## src/inc/mcs_pkg.sv

```systemverilog
// package for the modem control, status, scratch and interrupt mask bank
package mcs_pkg;
   // register indices on the host register port
   localparam logic [2:0] MCS_IDX_MASK    = 3'h1;
   localparam logic [2:0] MCS_IDX_CTL     = 3'h4;
   localparam logic [2:0] MCS_IDX_STATUS  = 3'h6;
   localparam logic [2:0] MCS_IDX_SCRATCH = 3'h7;

   // values after reset
   localparam logic [7:0] MCS_CTL_RST     = 8'h00;
   localparam logic [7:0] MCS_MASK_RST    = 8'h00;
   localparam logic [7:0] MCS_SCRATCH_RST = 8'h00;

   // modem_line_control fields
   localparam int MCS_CTL_DTR    = 0;
   localparam int MCS_CTL_RTS    = 1;
   localparam int MCS_CTL_THREN  = 2;
   localparam int MCS_CTL_LOOP   = 4;
   localparam int MCS_CTL_XONANY = 5;
   localparam int MCS_CTL_IRDA   = 6;
   localparam int MCS_CTL_DIV4   = 7;
   // bits writable only with the enhanced-function enable
   localparam logic [7:0] MCS_CTL_LOCKED  = 8'he4;
   // reserved bit 3 never stores
   localparam logic [7:0] MCS_CTL_STORED  = 8'hf7;

   // interrupt_mask fields
   localparam int MCS_MSK_RHR   = 0;
   localparam int MCS_MSK_THR   = 1;
   localparam int MCS_MSK_RLS   = 2;
   localparam int MCS_MSK_MODEM = 3;
   localparam int MCS_MSK_SLEEP = 4;
   localparam int MCS_MSK_XOFF  = 5;
   localparam int MCS_MSK_RTS   = 6;
   localparam int MCS_MSK_CTS   = 7;
   localparam logic [7:0] MCS_MSK_LOCKED = 8'hf0;

   // modem line index: 0 cts, 1 dsr, 2 ri, 3 cd
   localparam int MCS_LN_CTS = 0;
   localparam int MCS_LN_DSR = 1;
   localparam int MCS_LN_RI  = 2;
   localparam int MCS_LN_CD  = 3;

   // active-low modem inputs from the far side
   typedef struct packed {
      logic cd_n;
      logic ri_n;
      logic dsr_n;
      logic cts_n;
   } mcs_modem_in_t;

   // interrupt sources from the rest of the uart
   typedef struct packed {
      logic cts_rise;
      logic rts_rise;
      logic xoff;
      logic rls_err;
      logic thr_event;
      logic thr_ack;
      logic rx_holding_reg;
   } mcs_irq_src_t;
endpackage : mcs_pkg

```

## src/rtl/mcs_bank.sv

```systemverilog
// modem control, modem status, scratch and interrupt mask registers
//
// Behaviour
// - loopback routes control bits 1:0 into status 4,5 and tx back to rx
// - control bit 2 enables flow threshold and fifo trigger registers
// - control bit 1 drives rts low when 1; in loopback sets status bit 4
// - automatic rts flow control overrides the manual rts bit
// - with pin 5 as dtr, control bit 0 drives dtr; pin level ignored
// - control bits 7:5 and 2 write only with enhanced enable
// - with pin 6 as cd, status bit 7 is inverse of cd input
// - with pin 7 as ri, status bit 6 is inverse of ri input
// - with pin 4 as dsr, status bit 5 is inverse of dsr input
// - status bit 4 is inverse of the cts input outside loopback
// - status bits 3,1,0 latch on cd, dsr, cts change; clear on read
// - status bit 2 latches on ri pin rising; clears on read
// - 8-bit scratch register, free to write and read back
// - interrupt output asserts on any enabled interrupt condition
// - mask bits 7,6 enable cts and rts change interrupts; reset 0
// - mask bit 5 enables xoff or special character interrupt; reset 0
// - mask bit 4 selects sleep mode; reset 0
// - mask bit 3 enables modem status interrupt; reset 0
// - mask bit 2 enables receiver line status interrupt; reset 0
// - mask bits 1,0 enable transmit and receive holding interrupts
// - mask bits 7:4 write only with enhanced enable
// - re-enabling transmit holding interrupt raises no new interrupt
`timescale 1ns/1ps
module mcs_bank
   import mcs_pkg::*;
(
   // clock and reset
   input  wire logic          clk_i,
   input  wire logic          rst_n_i,
   // host register port
   input  wire logic [2:0]    reg_addr_i,
   input  wire logic          reg_wr_i,
   input  wire logic          reg_rd_i,
   input  wire logic [7:0]    reg_wdata_i,
   output logic      [7:0]    reg_rdata_o,
   // configuration from other registers
   input  wire logic          enh_en_i,
   input  wire logic          modem_pins_i,
   input  wire logic          pin5_level_i,
   input  wire logic          auto_rts_en_i,
   input  wire logic          auto_rts_n_i,
   // modem lines and serial path
   input  wire mcs_modem_in_t modem_i,
   output logic               rts_n_o,
   output logic               dtr_n_o,
   input  wire logic          tx_serial_i,
   input  wire logic          rx_pin_i,
   output logic               rx_serial_o,
   // controls to the rest of the uart
   output logic               thr_regs_en_o,
   output logic               xon_any_o,
   output logic               irda_o,
   output logic               clk_div4_o,
   output logic               sleep_o,
   // interrupts
   input  wire mcs_irq_src_t  irq_src_i,
   output logic               irq_n_o
);
   logic [7:0] ctl_q;
   logic [7:0] mask_q;
   logic [7:0] scratch_q;
   logic [3:0] delta_q;
   logic [3:0] line_prev_q;
   logic       thr_pend_q;
   logic [3:0] line_act;
   logic [3:0] delta_set;
   logic [7:0] status;
   logic       loop;
   logic       wr_ctl;
   logic       wr_mask;
   logic       rd_status;
   logic       irq_any;

   assign loop      = ctl_q[MCS_CTL_LOOP];
   assign wr_ctl    = reg_wr_i && (reg_addr_i == MCS_IDX_CTL);
   assign wr_mask   = reg_wr_i && (reg_addr_i == MCS_IDX_MASK);
   assign rd_status = reg_rd_i && (reg_addr_i == MCS_IDX_STATUS);

   // modem_line_control; locked bits keep their value without enable
   always_ff @(posedge clk_i or negedge rst_n_i) begin
      if (!rst_n_i) begin
         ctl_q <= MCS_CTL_RST;
      end else if (wr_ctl) begin
         if (enh_en_i) begin
            ctl_q <= reg_wdata_i & MCS_CTL_STORED;
         end else begin
            ctl_q <= ((reg_wdata_i & ~MCS_CTL_LOCKED)
                      | (ctl_q & MCS_CTL_LOCKED)) & MCS_CTL_STORED;
         end
      end
   end

   // interrupt_mask; upper nibble locked without enable
   always_ff @(posedge clk_i or negedge rst_n_i) begin
      if (!rst_n_i) begin
         mask_q <= MCS_MASK_RST;
      end else if (wr_mask) begin
         if (enh_en_i) begin
            mask_q <= reg_wdata_i;
         end else begin
            mask_q <= (reg_wdata_i & ~MCS_MSK_LOCKED)
                      | (mask_q & MCS_MSK_LOCKED);
         end
      end
   end

   // scratch_store has no side effect anywhere
   always_ff @(posedge clk_i or negedge rst_n_i) begin
      if (!rst_n_i) begin
         scratch_q <= MCS_SCRATCH_RST;
      end else if (reg_wr_i && (reg_addr_i == MCS_IDX_SCRATCH)) begin
         scratch_q <= reg_wdata_i;
      end
   end

   // active-high line states; loopback replaces cts and dsr
   always_comb begin
      line_act[MCS_LN_CTS] = loop ? ctl_q[MCS_CTL_RTS]
                                  : ~modem_i.cts_n;
      line_act[MCS_LN_DSR] = loop ? ctl_q[MCS_CTL_DTR]
                                  : (modem_pins_i & ~modem_i.dsr_n);
      line_act[MCS_LN_RI]  = modem_pins_i & ~modem_i.ri_n;
      line_act[MCS_LN_CD]  = modem_pins_i & ~modem_i.cd_n;
   end

   always_ff @(posedge clk_i or negedge rst_n_i) begin
      if (!rst_n_i) begin
         line_prev_q <= 4'h0;
      end else begin
         line_prev_q <= line_act;
      end
   end

   // ri counts only the pin going low to high, i.e. active falling
   always_comb begin
      delta_set             = line_act ^ line_prev_q;
      delta_set[MCS_LN_RI]  = line_prev_q[MCS_LN_RI]
                              & ~line_act[MCS_LN_RI];
   end

   // change bits: a change in the read cycle survives the clear
   for (genvar i = 0; i < 4; i++) begin : g_delta
      always_ff @(posedge clk_i or negedge rst_n_i) begin
         if (!rst_n_i) begin
            delta_q[i] <= 1'b0;
         end else if (delta_set[i]) begin
            delta_q[i] <= 1'b1;
         end else if (rd_status) begin
            delta_q[i] <= 1'b0;
         end
      end
   end

   assign status = {line_act[MCS_LN_CD], line_act[MCS_LN_RI],
                    line_act[MCS_LN_DSR], line_act[MCS_LN_CTS],
                    delta_q[MCS_LN_CD], delta_q[MCS_LN_RI],
                    delta_q[MCS_LN_DSR], delta_q[MCS_LN_CTS]};

   // read data registered; unmapped indices read zero
   always_ff @(posedge clk_i or negedge rst_n_i) begin
      if (!rst_n_i) begin
         reg_rdata_o <= 8'h00;
      end else if (reg_rd_i) begin
         case (reg_addr_i)
            MCS_IDX_CTL:     reg_rdata_o <= ctl_q;
            MCS_IDX_MASK:    reg_rdata_o <= mask_q;
            MCS_IDX_STATUS:  reg_rdata_o <= status;
            MCS_IDX_SCRATCH: reg_rdata_o <= scratch_q;
            default:         reg_rdata_o <= 8'h00;
         endcase
      end
   end

   // pins held inactive in loopback so the far side sees no change
   always_ff @(posedge clk_i or negedge rst_n_i) begin
      if (!rst_n_i) begin
         rts_n_o <= 1'b1;
         dtr_n_o <= 1'b1;
      end else begin
         if (loop) begin
            rts_n_o <= 1'b1;
         end else if (auto_rts_en_i) begin
            rts_n_o <= auto_rts_n_i;
         end else begin
            rts_n_o <= ~ctl_q[MCS_CTL_RTS];
         end
         if (loop) begin
            dtr_n_o <= 1'b1;
         end else if (modem_pins_i) begin
            dtr_n_o <= ~ctl_q[MCS_CTL_DTR];
         end else begin
            dtr_n_o <= pin5_level_i;
         end
      end
   end

   // serial return path; idle-high line in loopback comes from tx
   always_ff @(posedge clk_i or negedge rst_n_i) begin
      if (!rst_n_i) begin
         rx_serial_o <= 1'b1;
      end else begin
         rx_serial_o <= loop ? tx_serial_i : rx_pin_i;
      end
   end

   // controls out
   always_ff @(posedge clk_i or negedge rst_n_i) begin
      if (!rst_n_i) begin
         thr_regs_en_o <= 1'b0;
         xon_any_o     <= 1'b0;
         irda_o        <= 1'b0;
         clk_div4_o    <= 1'b0;
         sleep_o       <= 1'b0;
      end else begin
         thr_regs_en_o <= ctl_q[MCS_CTL_THREN];
         xon_any_o     <= ctl_q[MCS_CTL_XONANY];
         irda_o        <= ctl_q[MCS_CTL_IRDA];
         clk_div4_o    <= ctl_q[MCS_CTL_DIV4];
         sleep_o       <= mask_q[MCS_MSK_SLEEP];
      end
   end

   // thr interrupt is an edge-made pending bit, not the level, so a
   // second enable cannot invent an interrupt; event beats ack
   always_ff @(posedge clk_i or negedge rst_n_i) begin
      if (!rst_n_i) begin
         thr_pend_q <= 1'b0;
      end else if (irq_src_i.thr_event) begin
         thr_pend_q <= 1'b1;
      end else if (irq_src_i.thr_ack) begin
         thr_pend_q <= 1'b0;
      end
   end

   assign irq_any =
      (mask_q[MCS_MSK_RHR]   & irq_src_i.rx_holding_reg)
    | (mask_q[MCS_MSK_THR]   & thr_pend_q)
    | (mask_q[MCS_MSK_RLS]   & irq_src_i.rls_err)
    | (mask_q[MCS_MSK_MODEM] & (|delta_q))
    | (mask_q[MCS_MSK_XOFF]  & irq_src_i.xoff)
    | (mask_q[MCS_MSK_RTS]   & irq_src_i.rts_rise)
    | (mask_q[MCS_MSK_CTS]   & irq_src_i.cts_rise);

   always_ff @(posedge clk_i or negedge rst_n_i) begin
      if (!rst_n_i) begin
         irq_n_o <= 1'b1;
      end else begin
         irq_n_o <= ~irq_any;
      end
   end
endmodule : mcs_bank

```

## config.mk

```make
export PLATFORM = sky130hd
export DESIGN_NAME = mcs_bank
export DESIGN_NICKNAME = d
export VERILOG_FILES = /design/src/inc/mcs_pkg.sv /design/src/rtl/mcs_bank.sv
export SDC_FILE = /design/constraint.sdc
export NUM_CORES = 1
export LEC_CHECK = 0
export BUFFER_PORTS_ARGS = -buffer_cell sky130_fd_sc_hd__buf_2
export CAP_MARGIN = 20
export CORE_MARGIN = 3
export CORE_UTILIZATION = 45
export CTS_BUF_LIST = sky130_fd_sc_hd__clkbuf_8 sky130_fd_sc_hd__clkbuf_16
export CTS_CLUSTER_SIZE = 30
export DETAILED_ROUTE_END_ITERATION = 6
export PLACE_DENSITY = 0.71
export SLEW_MARGIN = 5
export SYNTH_ARGS = -nofsm -noshare
export SYNTH_HDL_FRONTEND = slang
export SYNTH_SLANG_ARGS = --single-unit
```

## constraint.sdc

```tcl
create_clock -name clk_i -period 1.2 [get_ports clk_i]
set_input_delay 0.24 -clock clk_i [delete_from_list [all_inputs] [get_ports clk_i]]
set_output_delay 0.24 -clock clk_i [all_outputs]
set_load 0.05 [all_outputs]
```

==> results.py <==
metrics = {
    "clock_network": {
        "cts.reportedPaths.clkPinSlew_ns": 0.08,
        "clkSinkCount": 49,
        "clock_latency_ns": 0.30,
        "cts-root-buf": "clkbuf_8",
        "cts_max_level": 2,
        "cts_tree": "done",
        "cts_made_buffers": 5,
        "cts_buffer_depth": 2,
    },
    "place": {
        "port_buffers": 49,
        "dpl.hpwl_um": 3617,
        "place_area_mm2": 0.002581,
        "place.gp.congestion": 0.8442,
    },
    "sta": {
        "timing.hold.ws_ns": 0.08346,
        "setup_viol": 7,
        "rsz0062_at_grt": "true",
        "maxSlewHeadroom_pct": 77.83,
        "timing.final.crit_share_pct": 106.8,
        "tns_ns": -0.1792,
        "skew_ns": 0.007563,
        "hold_viol_final": 0,
        "fmax_mhz": 780.1,
        "period_minus_slack_ns": 1.282,
        "tightest_slew_ns": 0.3303,
        "setup_slack_ns": -0.08190,
        "maxSlewViolCount": 0,
    },
    "critical_path": {
        "rrSetupSlack_ns": -0.08,
        "reg2reg_to": "irq_n_o",
        "crit_type": "reg2reg",
        "cp_max_fo": 2,
        "required_ns": 1.41,
        "rr_startpoint": "delta_q[2]",
        "endpoint": "irq_n_o",
        "cp-start-kind": "flop",
        "critPathLaunch": "delta_q[2]",
        "end_kind": "flop",
        "cp_data_arrival_time_ns": 1.49,
        "rr_worst_depth": 3,
    },
    "die": {
        "rows": 24,
        "num_io_pins": 50,
        "die_y_um": 74.55,
        "design.core.area_mm2": 0.004444,
        "die-area_mm2": 0.005558,
        "fp.dieW_um": 74.55,
        "start_util_pct": 47.58,
    },
    "status": {
        "outcome": "finished, violations left",
        "violations": "negative setup slack",
    },
    "power_and_ir_drop": {
        "p_int_mw": 3.229,
        "p_comb_share_pct": 27.7,
        "clkPwrFrac_pct": 25.2,
        "p_leak_nw": 1.395,
        "peakVddDrop_v": 0.0009485,
        "p_switching_mw": 1.448,
        "p_per_area_mw_per_mm2": 1642,
        "swShare_pct": 30.96,
        "power_mw": 4.677,
        "seqPwrFrac_pct": 47.1,
    },
    "yosys": {
        "synth_seq_cells": 49,
        "post-synth-top-area-cell": "dfrtp_1",
        "synth.avg_cell_area_um2": 12.97,
        "syn_area_mm2": 0.002115,
        "synthCells": 163,
        "syn-num-nets": 196,
        "synth.top_cell.area_share_pct": 53.25,
        "yosysSeqAreaShare_pct": 58.22,
        "yosysWarnings": 0,
        "synthTopCellsByArea": "dfrtp_1 (53%), mux2_2 (10%), dfstp_2 (5.0%)",
        "ys_types": 41,
    },
    "drt": {
        "drt_iter0_drc": 118,
        "drt_wl_total_um": 4983,
        "ant_nets": 0,
        "drcViolationCount": 0,
        "via_count": 1574,
        "firstDrtPassIters": 4,
        "avgRoutedWirePerCell_um": 17.18,
        "viasPerCell": 5.428,
    },
    "final_layout": {
        "mostFrequentLayoutCells": "dfrtp_1 (45), buf_2 (43), mux2_2 (19)",
        "nets": 270,
        "diodes": 0,
        "final_common_cell": "dfrtp_1",
        "post-route-util_pct": 64.08,
        "fin_area_mm2": 0.002848,
        "fillers": 344,
        "area_delta_synth_final_pct": 34.67,
        "layout-drive-gt1-share_pct": 52.10,
    },
    "grt": {
        "grt_first_pass_wirelength_um": 7852,
        "grt_use_total_pct": 19.31,
        "grt_overflow": 0,
        "grt_pass1_vias": 1584,
        "grt_start_max_net_pins": 50,
        "antenna_found_initial": 0,
    },
    "worst_hold_path": {
        "min_from": "irq_src_i[6]",
        "hold_path.class": "in2reg",
    },
    "job": {
        "cap_violations": 0,
    },
}
cell type report:
class	count	area [um2]	share of cell area (%)
clock buffers	6	82.58	2.900
clock inverters	2	33.78	1.186
multi-input cells	104	909.6	31.94
flip-flops and latches	49	1231	43.23
inverters	5	18.77	0.6591
well taps	52	65.06	2.285
repair buffers	72	506.7	17.79
through the flow:
stage                     setup WS [ns]  std cells
final                          -0.08190        290
after global routing            -0.1267        290
after CTS                      -0.08206        289
after detailed placement        -0.2887        279
after global placement          -0.2194        279
after floorplan                -0.03392        163
power groups by stage:
stage	clock network [mW]	registers, mW	logic [mW]
6_report	1.18	2.20	1.29
3_5_place_dp	0	2.20	1.15
3_3_place_gp	0	2.19	1.13
2_1_floorplan	0	2.46	0.444
5_1_grt	1.27	2.24	1.39
4_1_cts	1.21	2.19	1.25
logic make-up (layout without fill, tap and decap cells):
kind of cell	after synthesis	after routing	share of synthesized area (%)
flip-flops	49	49	58.22
buffers and inverters	10	85	2.366
XOR/XNOR	3	3	1.243
AO/OA/AOI/OAI	35	35	12.37
AND/OR/NAND/NOR	38	38	10.47
multiplexers	28	28	15.33
worst min-delay path by stage:
stage | cells past startpoint | slack, ns | endpoint
4_1_cts | 2 | 0.06 | irq_n_o
6_report | 2 | 0.08 | irq_n_o
3_5_place_dp | 2 | 0.24 | reg_rdata_o[5]
2_1_floorplan | 0 | -0.06 | clk_div4_o
5_1_grt | 2 | 0.07 | irq_n_o
3_3_place_gp | 2 | 0.25 | reg_rdata_o[5]
critical path, stage by stage (launching register included):
cell and delay [ns]:
dfrtp_1 0.42, o41ai_4 0.42, nand3_2 0.14, a221oi_2 0.22
metal layers:
layer / part of all wire [%] / vias to the layer above / GRT usage, %
met2: 50 / 48 / 29.85
met5: 0 / - / 0
li1: - / 740 / -
met3: 4.7 / 11 / 3.649
met1: 43 / 775 / 26.89
met4: 1.8 / 0 / 7.708
Yosys cell counts (all sizes together):
cell and instances:
or3b 1, dfrtp 45, nor3 1, o31ai 1, mux2 23, clkinv 1, xnor2 3, o2bb2ai 5
nor2 5, a21o 3, a22o 1, inv 4, o41ai 1, clkbuf 1, and3 1, and3b 1
or2 1, a222oi 1, a221oi 4, mux2i 5, o22ai 2, a22oi 6, or3 1, nand2b 3
dfstp 4, nand4 1, buf 4, a211o 2, nand2 15, o21ai 6, a21boi 2, and2 2
nor2b 2, nand3 3, a21oi 1, nor3b 1
state kept, by name (all words and copies together), names as in the netlist:
| name | count |
|---|---|
| sleep_o | 1 |
| ctl_q | 7 |
| clk_div4_o | 1 |
| thr_pend_q | 1 |
| dtr_n_o | 1 |
| irq_n_o | 1 |
| delta_q | 4 |
| reg_rdata_o | 8 |
| rx_serial_o | 1 |
| xon_any_o | 1 |
| thr_regs_en_o | 1 |
| rts_n_o | 1 |
| scratch_q | 8 |
| irda_o | 1 |
| line_prev_q | 4 |
| mask_q | 8 |
what timing repair did:
item / CTS / global route
hold endpoints to repair: 45 / 0
endpoints found under the setup margin: 7 / 13
gates resized for setup: 21 / 10
gates cloned: 0 / 0
hold buffers: 1 / 0
pin swaps: 6 / 4
buffers inserted: 2 / 1
(Power assumes the default switching activity.)
